### src/dtp_consts.svh
// register addresses, field positions, reset values and widths
`ifndef DTP_CONSTS_SVH
`define DTP_CONSTS_SVH

// ***************************************************
// widths
// ***************************************************
`define DTP_ADDR_W         9
`define DTP_DATA_W         16
`define DTP_LANES          4
`define DTP_WORD_W         10
`define DTP_CHANNELS       8

// ***************************************************
// register addresses
// ***************************************************
`define DTP_ADDR_BLACK_FAULT   9'h088
`define DTP_ADDR_RSVD_STAT_A   9'h089
`define DTP_ADDR_RSVD_STAT_B   9'h08a
`define DTP_ADDR_RSVD_STAT_C   9'h08b
`define DTP_ADDR_RSVD_CFG_A    9'h08c
`define DTP_ADDR_RSVD_CFG_B    9'h08d
`define DTP_ADDR_PAT_CTRL      9'h090
`define DTP_ADDR_RSVD_CFG_C    9'h091
`define DTP_ADDR_LANE01_LOW    9'h092
`define DTP_ADDR_LANE23_LOW    9'h093
`define DTP_ADDR_RSVD_CFG_D    9'h094
`define DTP_ADDR_LANE_HIGH     9'h096

// ***************************************************
// reset values
// ***************************************************
`define DTP_RST_PAT_CTRL       4'h0
`define DTP_RST_LANE01_LOW     16'h0100
`define DTP_RST_LANE23_LOW     16'h0302
`define DTP_RST_LANE_HIGH      8'h00
`define DTP_RST_BLACK_FAULT    8'h00
`define DTP_RST_RSVD_CFG_B     16'hffff
`define DTP_RST_RSVD_CFG_D     16'h0504

// ***************************************************
// pattern_control fields
// ***************************************************
`define DTP_CTRL_INSERT        0
`define DTP_CTRL_RAMP          1
`define DTP_CTRL_PRBS          2
`define DTP_CTRL_FRAMED        3
`define DTP_CTRL_W             4

// ***************************************************
// prbs generator
// ***************************************************
`define DTP_PRBS_LEN           9
`define DTP_PRBS_TAP           5
`define DTP_PRBS_SEED          9'h1ff

`endif

### src/dtp_pkg.sv
// types shared by the datapath test pattern generator
`include "dtp_consts.svh"
package dtp_pkg;

  typedef logic [`DTP_WORD_W-1:0] dtp_word_type;

  typedef enum logic [1:0] {
    DTP_SRC_PIXEL,
    DTP_SRC_CONST,
    DTP_SRC_RAMP,
    DTP_SRC_PRBS
  } dtp_src_type;

  typedef struct packed {
    logic [`DTP_CTRL_W-1:0]                  ctrl;
    logic [`DTP_DATA_W-1:0]                  low01;
    logic [`DTP_DATA_W-1:0]                  low23;
    logic [7:0]                              high;
    logic [`DTP_CHANNELS-1:0]                flags;
    logic [`DTP_DATA_W-1:0]                  rdata;
    logic                                    rvalid;
    logic [`DTP_LANES*`DTP_WORD_W-1:0]       odata;
    logic                                    ovalid;
    logic                                    oframe;
    dtp_src_type                             src;
  } dtp_top_state_type;

  typedef struct packed {
    logic [`DTP_LANES-1:0][`DTP_WORD_W-1:0]  val;
  } dtp_pat_state_type;

  typedef struct packed {
    logic [`DTP_PRBS_LEN-1:0]                lfsr;
    dtp_word_type                            word;
  } dtp_prbs_state_type;

endpackage : dtp_pkg

### src/dtp_link_if.sv
// carrier between the top and its pattern and prbs generators
`include "dtp_consts.svh"
interface dtp_link_if;
  import dtp_pkg::*;

  logic                                    pat_load;
  logic                                    pat_adv;
  logic [`DTP_LANES-1:0][`DTP_WORD_W-1:0]  pat_seed;
  logic [`DTP_LANES-1:0][`DTP_WORD_W-1:0]  pat_val;
  logic                                    prbs_restart;
  logic                                    prbs_adv;
  dtp_word_type                            prbs_word;

  modport ctl (
    output pat_load,
    output pat_adv,
    output pat_seed,
    input  pat_val,
    output prbs_restart,
    output prbs_adv,
    input  prbs_word
  );

  modport pat (
    input  pat_load,
    input  pat_adv,
    input  pat_seed,
    output pat_val
  );

  modport prbs (
    input  prbs_restart,
    input  prbs_adv,
    output prbs_word
  );
endinterface : dtp_link_if

### src/dtp_pat.sv
// per-lane constant / incrementing test value holders
`include "dtp_consts.svh"
module dtp_pat
  import dtp_pkg::*;
(
  input wire logic   clk_sys,
  input wire logic   rst_sync_b,
  dtp_link_if.pat    lnk
);

  dtp_pat_state_type st_r;
  dtp_pat_state_type st_nxt;

  function automatic dtp_word_type inc_word(input dtp_word_type w);
    inc_word = w + 10'h001;
  endfunction : inc_word

  always_comb begin
    st_nxt = st_r;
    for (int i = 0; i < `DTP_LANES; i++) begin
      if (lnk.pat_load && lnk.pat_adv) begin
        // the seed goes out on this slot, so the next word is one above it
        st_nxt.val[i] = inc_word(lnk.pat_seed[i]);
      end else if (lnk.pat_load) begin
        st_nxt.val[i] = lnk.pat_seed[i];
      end else if (lnk.pat_adv) begin
        // wraps 0x3ff -> 0x000 by width
        st_nxt.val[i] = inc_word(st_r.val[i]);
      end
    end
  end

  always_ff @(posedge clk_sys or negedge rst_sync_b) begin
    if (!rst_sync_b) begin
      st_r <= '0;
    end else begin
      st_r <= st_nxt;
    end
  end

  assign lnk.pat_val = st_r.val;
endmodule : dtp_pat

### src/dtp_prbs.sv
// prbs9 word generator, ten bits per advance
`include "dtp_consts.svh"
module dtp_prbs
  import dtp_pkg::*;
(
  input wire logic   clk_sys,
  input wire logic   rst_sync_b,
  dtp_link_if.prbs   lnk
);

  dtp_prbs_state_type st_r;
  dtp_prbs_state_type st_nxt;

  function automatic logic [`DTP_PRBS_LEN+`DTP_WORD_W-1:0] step_word(
    input logic [`DTP_PRBS_LEN-1:0] s);
    logic [`DTP_PRBS_LEN-1:0] l;
    dtp_word_type             w;
    logic                     b;
    l = s;
    w = '0;
    for (int k = 0; k < `DTP_WORD_W; k++) begin
      b = l[`DTP_PRBS_LEN-1] ^ l[`DTP_PRBS_TAP-1];
      l = {l[`DTP_PRBS_LEN-2:0], b};
      w = {w[`DTP_WORD_W-2:0], b};
    end
    step_word = {l, w};
  endfunction : step_word

  always_comb begin
    st_nxt = st_r;
    if (lnk.prbs_restart) begin
      st_nxt.lfsr = `DTP_PRBS_SEED;
      st_nxt.word = '0;
    end else if (lnk.prbs_adv) begin
      {st_nxt.lfsr, st_nxt.word} = step_word(st_r.lfsr);
    end
  end

  always_ff @(posedge clk_sys or negedge rst_sync_b) begin
    if (!rst_sync_b) begin
      st_r <= {`DTP_PRBS_SEED, 10'h000};
    end else begin
      st_r <= st_nxt;
    end
  end

  assign lnk.prbs_word = st_r.word;
endmodule : dtp_prbs

### src/dtp_top.sv
// output datapath test pattern generator and black fault flags
`include "dtp_consts.svh"
module dtp_top
  import dtp_pkg::*;
(
  input  wire logic                                clk_sys,
  input  wire logic                                rst_b,
  input  wire logic [`DTP_ADDR_W-1:0]              reg_addr,
  input  wire logic [`DTP_DATA_W-1:0]              reg_wdata,
  input  wire logic                                reg_wr,
  input  wire logic                                reg_rd,
  output logic      [`DTP_DATA_W-1:0]              reg_rdata,
  output logic                                     reg_rvalid,
  input  wire logic [`DTP_LANES*`DTP_WORD_W-1:0]   pix_data,
  input  wire logic                                pix_valid,
  input  wire logic                                frame_valid,
  input  wire logic                                frame_start,
  input  wire logic                                cal_start,
  input  wire logic                                cal_done,
  input  wire logic [`DTP_CHANNELS-1:0]            cal_short,
  output logic      [`DTP_LANES*`DTP_WORD_W-1:0]   out_data,
  output logic                                     out_valid,
  output logic                                     out_frame,
  output dtp_src_type                              out_source,
  output logic      [`DTP_CHANNELS-1:0]            black_cal_invalid
);

  // ***************************************************
  // reset release
  // ***************************************************
  logic [1:0] rst_pipe_r;
  logic       rst_sync_b;

  always_ff @(posedge clk_sys or negedge rst_b) begin
    if (!rst_b) begin
      rst_pipe_r <= 2'b00;
    end else begin
      rst_pipe_r <= {rst_pipe_r[0], 1'b1};
    end
  end

  assign rst_sync_b = rst_pipe_r[1];

  // ***************************************************
  // generators
  // ***************************************************
  dtp_link_if lnk ();

  dtp_pat u_pat (
    .clk_sys    (clk_sys),
    .rst_sync_b (rst_sync_b),
    .lnk        (lnk.pat)
  );

  dtp_prbs u_prbs (
    .clk_sys    (clk_sys),
    .rst_sync_b (rst_sync_b),
    .lnk        (lnk.prbs)
  );

  // ***************************************************
  // helpers
  // ***************************************************
  dtp_top_state_type st_r;
  dtp_top_state_type st_nxt;

  // builds the 10-bit programmed value of one lane from the low and high
  // registers
  function automatic dtp_word_type lane_seed(
    input logic [1:0] lane,
    input logic [`DTP_DATA_W-1:0] low01,
    input logic [`DTP_DATA_W-1:0] low23,
    input logic [7:0] high);
    logic [7:0] lo;
    logic [1:0] hi;
    case (lane)
      2'h0: begin
        lo = low01[7:0];
        hi = high[1:0];
      end
      2'h1: begin
        lo = low01[15:8];
        hi = high[3:2];
      end
      2'h2: begin
        lo = low23[7:0];
        hi = high[5:4];
      end
      default: begin
        lo = low23[15:8];
        hi = high[7:6];
      end
    endcase
    lane_seed = {hi, lo};
  endfunction : lane_seed

  // read answer; reserved words show their fixed values and unmapped
  // addresses read zero
  function automatic logic [`DTP_DATA_W-1:0] reg_read(
    input logic [`DTP_ADDR_W-1:0] a,
    input dtp_top_state_type s);
    case (a)
      `DTP_ADDR_BLACK_FAULT: reg_read = {8'h00, s.flags};
      `DTP_ADDR_PAT_CTRL:    reg_read = {12'h000, s.ctrl};
      `DTP_ADDR_LANE01_LOW:  reg_read = s.low01;
      `DTP_ADDR_LANE23_LOW:  reg_read = s.low23;
      `DTP_ADDR_LANE_HIGH:   reg_read = {8'h00, s.high};
      `DTP_ADDR_RSVD_CFG_B:  reg_read = `DTP_RST_RSVD_CFG_B;
      `DTP_ADDR_RSVD_CFG_D:  reg_read = `DTP_RST_RSVD_CFG_D;
      default:               reg_read = 16'h0000;
    endcase
  endfunction : reg_read

  function automatic logic is_value_reg(input logic [`DTP_ADDR_W-1:0] a);
    is_value_reg = (a == `DTP_ADDR_LANE01_LOW) ||
                   (a == `DTP_ADDR_LANE23_LOW) ||
                   (a == `DTP_ADDR_LANE_HIGH);
  endfunction : is_value_reg

  // ***************************************************
  // datapath decisions
  // ***************************************************
  logic insert_on;
  logic prbs_on;
  logic ramp_on;
  logic framed_on;
  logic word_slot;
  logic value_wr;
  logic [`DTP_DATA_W-1:0] seed_low01;
  logic [`DTP_DATA_W-1:0] seed_low23;
  logic [7:0]             seed_high;

  always_comb begin
    insert_on = st_r.ctrl[`DTP_CTRL_INSERT];
    prbs_on   = st_r.ctrl[`DTP_CTRL_PRBS];
    ramp_on   = st_r.ctrl[`DTP_CTRL_RAMP];
    framed_on = st_r.ctrl[`DTP_CTRL_FRAMED];
    value_wr  = reg_wr && is_value_reg(reg_addr);
    // unframed patterns run every cycle, framed ones only on pixel slots
    if ((insert_on || prbs_on) && !framed_on) begin
      word_slot = 1'b1;
    end else if (insert_on || prbs_on) begin
      word_slot = pix_valid && frame_valid;
    end else begin
      word_slot = pix_valid;
    end
  end

  always_comb begin
    // a value write reloads the ramp in its own cycle, so the seed must
    // already carry the written word, not the one it replaces
    seed_low01 = (reg_wr && reg_addr == `DTP_ADDR_LANE01_LOW) ?
                 reg_wdata : st_r.low01;
    seed_low23 = (reg_wr && reg_addr == `DTP_ADDR_LANE23_LOW) ?
                 reg_wdata : st_r.low23;
    seed_high  = (reg_wr && reg_addr == `DTP_ADDR_LANE_HIGH) ?
                 reg_wdata[7:0] : st_r.high;
    for (int i = 0; i < `DTP_LANES; i++) begin
      lnk.pat_seed[i] = lane_seed(i[1:0], seed_low01, seed_low23,
                                  seed_high);
    end
    // the ramp restarts from the programmed value whenever insertion is off,
    // a value register is rewritten, or a new frame starts in framed mode
    lnk.pat_load     = !insert_on || value_wr ||
                       (framed_on && frame_start);
    lnk.pat_adv      = word_slot && insert_on && ramp_on;
    lnk.prbs_restart = !prbs_on || (framed_on && frame_start);
    lnk.prbs_adv     = word_slot && prbs_on;
  end

  // ***************************************************
  // state update
  // ***************************************************
  always_comb begin
    st_nxt = st_r;

    // register writes; read-only and reserved words ignore them
    if (reg_wr) begin
      case (reg_addr)
        `DTP_ADDR_PAT_CTRL:   st_nxt.ctrl  = reg_wdata[`DTP_CTRL_W-1:0];
        `DTP_ADDR_LANE01_LOW: st_nxt.low01 = reg_wdata;
        `DTP_ADDR_LANE23_LOW: st_nxt.low23 = reg_wdata;
        `DTP_ADDR_LANE_HIGH:  st_nxt.high  = reg_wdata[7:0];
        default: begin
        end
      endcase
    end

    // read answer one cycle after the strobe
    st_nxt.rvalid = reg_rd;
    if (reg_rd) begin
      st_nxt.rdata = reg_read(reg_addr, st_r);
    end

    // a new calibration clears the flags; a fault reported in the same
    // cycle still sets its flag
    if (cal_start) begin
      st_nxt.flags = '0;
    end
    if (cal_done) begin
      st_nxt.flags = st_nxt.flags | cal_short;
    end

    // output datapath
    st_nxt.ovalid = word_slot;
    st_nxt.oframe = (insert_on || prbs_on) && !framed_on ?
                    1'b0 : frame_valid;
    if (prbs_on) begin
      st_nxt.src = DTP_SRC_PRBS;
      st_nxt.odata = {`DTP_LANES{lnk.prbs_word}};
    end else if (insert_on && ramp_on) begin
      st_nxt.src = DTP_SRC_RAMP;
      // a reload on a slot shows the seed itself; the ramp steps from it
      st_nxt.odata = lnk.pat_load ? lnk.pat_seed : lnk.pat_val;
    end else if (insert_on) begin
      st_nxt.src = DTP_SRC_CONST;
      st_nxt.odata = lnk.pat_seed;
    end else begin
      st_nxt.src = DTP_SRC_PIXEL;
      st_nxt.odata = pix_data;
    end
    if (!word_slot) begin
      st_nxt.odata = st_r.odata;
    end
  end

  always_ff @(posedge clk_sys or negedge rst_sync_b) begin
    if (!rst_sync_b) begin
      st_r.ctrl   <= `DTP_RST_PAT_CTRL;
      st_r.low01  <= `DTP_RST_LANE01_LOW;
      st_r.low23  <= `DTP_RST_LANE23_LOW;
      st_r.high   <= `DTP_RST_LANE_HIGH;
      st_r.flags  <= `DTP_RST_BLACK_FAULT;
      st_r.rdata  <= '0;
      st_r.rvalid <= 1'b0;
      st_r.odata  <= '0;
      st_r.ovalid <= 1'b0;
      st_r.oframe <= 1'b0;
      st_r.src    <= DTP_SRC_PIXEL;
    end else begin
      st_r <= st_nxt;
    end
  end

  // ***************************************************
  // outputs
  // ***************************************************
  assign reg_rdata         = st_r.rdata;
  assign reg_rvalid        = st_r.rvalid;
  assign out_data          = st_r.odata;
  assign out_valid         = st_r.ovalid;
  assign out_frame         = st_r.oframe;
  assign out_source        = st_r.src;
  assign black_cal_invalid = st_r.flags;

endmodule : dtp_top

### config.mk
export PLATFORM = sky130hd
export DESIGN_NAME = dtp_top
export DESIGN_NICKNAME = d
export VERILOG_FILES = /design/src/dtp_pkg.sv /design/src/dtp_link_if.sv /design/src/dtp_pat.sv /design/src/dtp_prbs.sv /design/src/dtp_top.sv
export VERILOG_INCLUDE_DIRS = /design/src /design/src/src
export SDC_FILE = /design/constraint.sdc
export NUM_CORES = 1
export LEC_CHECK = 0
export BUFFER_PORTS_ARGS = -buffer_cell sky130_fd_sc_hd__buf_2
export CAP_MARGIN = 20
export CORE_MARGIN = 5
export CORE_UTILIZATION = 40
export CTS_BUF_LIST = sky130_fd_sc_hd__clkbuf_4 sky130_fd_sc_hd__clkbuf_8
export DETAILED_ROUTE_END_ITERATION = 16
export HOLD_SLACK_MARGIN = 0.06
export SETUP_SLACK_MARGIN = 0.2
export SLEW_MARGIN = 40
export SYNTH_ARGS = -nofsm -noshare
export SYNTH_HDL_FRONTEND = slang
export SYNTH_SLANG_ARGS = --single-unit
### constraint.sdc
create_clock -name clk_sys -period 6.7 [get_ports clk_sys]
set_input_delay 0.67 -clock clk_sys [delete_from_list [all_inputs] [get_ports clk_sys]]
set_output_delay 0.67 -clock clk_sys [all_outputs]
set_load 0.01 [all_outputs]
### Yosys cells after proc, flatten, opt, wreduce, memory -nomap -nowiden

Cells that the tools add are included.

| cells by class | value |
|---|---|
| add/sub/neg operators | 8 |
| equality and inequality tests | 7 |
| muxes and demuxes | 30 |
| bitwise operators | 11 |
| reductions and logical operators | 27 |

Operator list:

| kind | count |
|---|---|
| 40-bit two-way mux | 4 |
| 10-bit two-way mux | 12 |
| 16-bit case mux with 7 select lines | 1 |
| 10-bit by 1-bit adder with 10-bit output, second input constant | 8 |
| 9-bit by 8-bit equality test with 1-bit output, second input constant | 7 |
| 19-bit two-way mux | 2 |
| 16-bit two-way mux | 2 |
| 8-bit two-way mux | 3 |
| 1-bit logical AND | 12 |
| 1-bit bitwise XOR | 10 |
| 8-bit bitwise OR | 1 |
| 2-bit AND reduction | 4 |
| 1-bit logical OR | 6 |
| 1-bit two-way mux | 4 |
| 2-bit two-way mux | 2 |
| 1-bit zero test | 3 |
| 3-bit nonzero test | 1 |
| 2-bit nonzero test | 1 |

| storage, ports and cells | value |
|---|---|
| register bits | 174 |
| input port bits | 82 |
| output and inout port bits | 69 |
| logic and storage cells | 101 |

### Logic depth before layout (Yosys ltp)

| logic depth | value |
|---|---|
| depth after elaboration | 9 |
| depth in mapped cells | 9 |
| gate-level depth less buffers | 7 |

### Cells and area by module

From an unflattened synthesis, not the netlist that was laid out.

| unflattened totals | value |
|---|---|
| cell total of the unflattened synthesis | 1019 |
| area total of the unflattened synthesis | 10197.3 um2 |

Modules (own cells, without submodules):

| module | instances | cells each | area each (um2) | seq. area each (um2) |
|---|---|---|---|---|
| dtp_top | 1 | 609 | 6377.4 | 2882.8 |
| dtp_pat | 1 | 309 | 2822.7 | 1001.0 |
| dtp_prbs | 1 | 101 | 997.2 | 486.7 |

### Worst setup path after synthesis

OpenSTA, ideal clock, no wires.

| timing | value |
|---|---|
| path kind | input-to-reg |
| from | in reg_addr[3] |
| to | reg st_r (netlist bit out_data[19]) |
| setup time | 0.121 ns |
| data arrival time | 2.376 ns |
| data required time | 6.579 ns |
| path slack | 4.203 ns |
| cell stages on the path | 8 |
| buffers on the path | 2 |
| cell sequence | nand4bb_1 -> buf_6 -> or4_4 -> buf_6 -> mux2_4 -> mux2_4 -> o221ai_2 -> nand2_1 |

| on the way | value |
|---|---|
| longest elaborated chain between the ends | 9 |
| elaborated cells on any way between the ends | 14 |
| classes of those cells | 3 x eq/ne; 5 x mux; 6 x reduce/logical |

RTL lines:

| item | line | source |
|---|---|---|
| start: declaration | dtp_top.sv:8 | `` input wire logic [`DTP_ADDR_W-1:0] reg_addr, `` |
| 9-bit by 8-bit equality test with 1-bit output | - |  |
| 1-bit logical OR (2 in a row) | dtp_top.sv:115 | `` is_value_reg = (a == `DTP_ADDR_LANE01_LOW) \|\| `` |
| 1-bit logical AND | dtp_top.sv:138 | `value_wr = reg_wr && is_value_reg(reg_addr);` |
| 1-bit logical OR (2 in a row) | dtp_top.sv:164 | `lnk.pat_load = !insert_on \|\| value_wr \|\|` |
| 40-bit two-way mux | dtp_top.sv:214 | `st_nxt.odata = lnk.pat_load ? lnk.pat_seed : lnk.pat_val;` |
| 40-bit two-way mux (*) | dtp_top.sv:211 | `end else if (insert_on && ramp_on) begin` |
| 40-bit two-way mux (*) | dtp_top.sv:208 | `if (prbs_on) begin` |
| end signal: assignment | dtp_top.sv:241 | `st_r <= st_nxt;` |
| end: declaration | dtp_top.sv:64 | `dtp_top_state_type st_r;` |

Every way passes the cells marked *; elsewhere a longest branch is shown, timed or not.
A chain may end at the register's enable or synchronous reset.

### Final worst setup path

| timing | value |
|---|---|
| from | reg st_r (netlist bit prbs_on) |
| to | reg st_r (netlist bit out_data[29]) |

| on the way | value |
|---|---|
| longest elaborated chain between the ends | 3 |
| elaborated cells on any way between the ends | 5 |
| classes of those cells | 3 x mux; 2 x reduce/logical |

RTL lines:

| item | line | source |
|---|---|---|
| 1-bit logical OR | dtp_top.sv:140, dtp_top.sv:142 |  |
| 1-bit two-way mux or 1-bit logical AND (tied branches) | dtp_top.sv:142, dtp_top.sv:140 |  |
| 1-bit two-way mux | dtp_top.sv:140 | `if ((insert_on \|\| prbs_on) && !framed_on) begin` |

Several ways; a longest one is shown, not always the timed one.

==> summary.md <==
| Metric | Value |
|---|---|
| Die X | between 150 and 200 µm |
| Total power density per cell area | approximately 200 mW/mm² |
| Final Non-Filler Cells | approximately 1500 |
| Die ar. | ~0.028 mm² |
| Num CTS Buffers | 17 |
| Layout area overhead | 10.1% |
| Final Hold Vio Count | 0 |
| Fin Setup TNS | 0 ns |
| Switch Pwr | between 0.6 and 0.7 mW |
| Synth top area share | around 41% |
| Share of cells above drive strength 1 | 21.9% |
| Lkg Pwr | approximately 5.4 nW |
| Max Clock Freq | 0.339 GHz |
| Avg Cell Area, Syn | slightly above 9 µm² |
| Routed wire length | 29700 µm |
| Sequential power share | between 50% and 60% |
| Period utilization | between 40 and 50% |
| Initial drt markers | about 600 |
| CP arrival | approximately 3.3 ns |
| Standard-cell row count | between 50 and 60 |
| RSZ-0062 raised after global routing | no |
| Sequential area share after synthesis | between 40% and 50% |
| Run status | complete, no violations |
| Cell Area, Synth | 0.00984 mm² |
| CTS tree | built |
| Hold Crit Class | flip-flop to asynchronous set/reset pin |
| Pin count of the biggest net entering global routing | 73 |
| Final Slew Violations | 0 |
| Fin util | ~45% |
| Netlist cell types | 63 |
| Synth Warn # | 0 |
| Post-synth top flop | dfrtp_1 |
| Setup violators final | 0 |
| Crit path kind | flip-flop to flip-flop |
| Tot GR Track Use | a little over a fifth |
| Port bufs | 150 |
| Worst-margin pin slew | between 0.8 and 0.9 ns |
| DP HPWL | approximately 22000 µm |
| CP endpoint kind | flip-flop |
| CTS Root Buffer Type | clkbuf_8 |
| Worst VDD drop | roughly 0.00011 V |
| Synth area leaders | dfrtp_1 (41%), nand2_1 (5.9%), mux2i_1 (5.7%) |
| Combinational share of power | about an eighth |
| Vias per cell | ~5.5 |
| Die H | between 150 and 200 µm |
| Vias in the first global route | ~8200 |
| EDFF count, synth | 0 |
| Slew margin rel. | between 40% and 50% |
| DP Cell Count | approximately 1400 |
| Async S/R FF share, synth | 100% |
| Total Power | between 2 and 2.5 mW |
| Initial core utilization | about 41% |
| Cell Area, Placed | just over 0.01 mm² |
| Final net count | around 1200 |
| Most numerous cell in the Yosys netlist | dfrtp_1 |
| WL/cell | about 20 µm |
| Setup WS pre-CTS | approximately 3.2 ns |
| Residual DRC | 0 |
| Post-Synthesis Cells | about 1100 |
| First-pass GRT wire length | 46500 µm |
| Io pins | ~150 |
| Skew final | 0.0163 ns |
| Final Instance Area | approximately 0.011 mm² |
| Hold slack | 0.182 ns |
| Antenna violations before repair | 1 |
| R2R Setup Slk | around 3.8 ns |
| Top cells by count, synth | dfrtp_1 (161), nand2_1 (156), nor2_1 (87), a21oi_1 (71), buf_4 (68) |
| MaxCap Viol Count | 0 |
| Antenna viol nets, final | 0 |
| Clock sink count | 174 |
| CORE AREA | 0.0242 mm² |
| Detailed-route via count | ~8000 |
| Seq cells post-synth | roughly 170 |
| Skew-Pair Late Insertion Delay | 0.49 ns |
| Setup ws final | between 3 and 4 ns |
| GPL Wtd Cong | ~0.92 |
| Clock power share | 35.9% |
| Top cell type by total area after synthesis | dfrtp_1 |
| Grt ovf | 0 |
| CP Max Fanout | 60 |
| Worst setup SP type | flip-flop |
| Max Buffers Root-to-Sink | 2 |
| Drt pass-1 iters | 5 |
| Worst Path Required | slightly above 7 ns |
| Internal power | about 1.5 mW |
| Fill cell count | approximately 2400 |
| Switching Fraction | between 20% and 30% |
| Final Critical Period | between 2 and 3 ns |
| Syn nets | roughly 1200 |
| Reg clk slew, reported paths | ~0.1 ns |
| H-tree levels | 4 |
## path summary, 6_finish.rpt
path	from	end	depth (start not counted)
worst min-delay path	rst_pipe_r[1]	out_source[1]	0
max in group asynchronous	rst_pipe_r[1]	u_pat.lnk.pat_val[10]	3
worst min register to register	rst_pipe_r[1]	out_source[1]	0
worst max-delay path	prbs_on	out_data[29]	8
worst max register to register	prbs_on	out_data[29]	8
min in group clk_sys	rst_pipe_r[0]	rst_pipe_r[1]	0
## final cells by class
cell class / count / area, µm² / area share [%]
Multi-Input combinational cell: 715 / 4540 / 41.9
Sequential cell: 174 / 4370 / 40.4
Timing Repair Buffer: 163 / 880 / 8.12
Tap cell: 324 / 405 / 3.74
Clock buffer: 17 / 234 / 2.16
Inverter: 61 / 229 / 2.11
Clock inverter: 15 / 173 / 1.59
Antenna cell: 1 / 2.50 / 0.0231
## worst max-delay path: stages, from the launching register on
cell and delay, ns:
dfrtp_1 0.71, nor2_1 0.18, o21ai_0 0.19, o21a_2 0.15, buf_4 0.50, inv_1 0.52, o21a_1 0.35, o221ai_1 0.12
nand2_1 0.08
## logic make-up (layout without fill, tap and decap cells)
family,after synthesis,in the layout,share of synthesized area [%]
compound gates,224,224,14.9
xor+xnor,68,68,6.05
fa+ha+maj,4,4,0.508
buf+inv,185,256,9.91
flops,174,174,44.4
mux,79,79,8.67
other cells,1,2,0.0381
simple gates,339,339,15.5
## what timing repair did
item | 4_1_cts | 5_1_grt
hold buffers | 1 | 0
hold endpoints to repair | 2 | 0
setup buffers | 0 | 0
resized for setup | 0 | 0
setup endpoints to repair | 0 | 0
## sequential cells by signal, indices dropped and copies added, names as in the netlist, 2 cells and up
register and cells:
u_prbs.lnk.prbs_word 10, black_cal_invalid 8, out_source 2, u_pat.lnk.pat_val 40
reg_rdata 16, out_data 40, st_r 40, rst_pipe_r 2
u_prbs.st_r 9
## power by group through the flow
stage | sequential (mW) | clock (mW) | combinational [mW]
2_1_floorplan | 1.16 | 0 | 0.176
3_3_place_gp | 1.17 | 0 | 0.247
3_5_place_dp | 1.16 | 0 | 0.260
4_1_cts | 1.14 | 0.802 | 0.262
5_1_grt | 1.15 | 0.848 | 0.286
6_report | 1.14 | 0.786 | 0.259
## cell usage in the layout (no fill, tap or decap), drive strengths merged, types with 3 or more instances in the layout
cell,instances
nand4,16
dfstp,13
mux2,22
ha,4
a221oi,16
dfrtp,161
a211oi,7
clkinv,3
and3,7
nand2,157
o21ai,48
o221ai,40
buf,162
xor2,36
a22oi,3
inv,70
nor4,11
a31oi,15
nor3,13
nand2b,3
mux2i,57
o22ai,5
a21oi,71
o21a,5
and4,4
and2,3
xnor2,32
clkbuf,17
nand3,23
nor2,87
or2,3
## per-layer routing
| layer | track usage, % | wire length (µm) | share of wire [%] | up-vias |
|---|---|---|---|---|
| li1 | - | - | - | 3801 |
| met1 | 27.9 | 12600 | 42 | 4007 |
| met2 | 35.2 | 14700 | 50 | 278 |
| met3 | 3.60 | 1580 | 5.3 | 59 |
| met4 | 7.11 | 784 | 2.6 | 0 |
| met5 | 0 | 0 | 0 | - |
(Power assumes the default switching activity.)
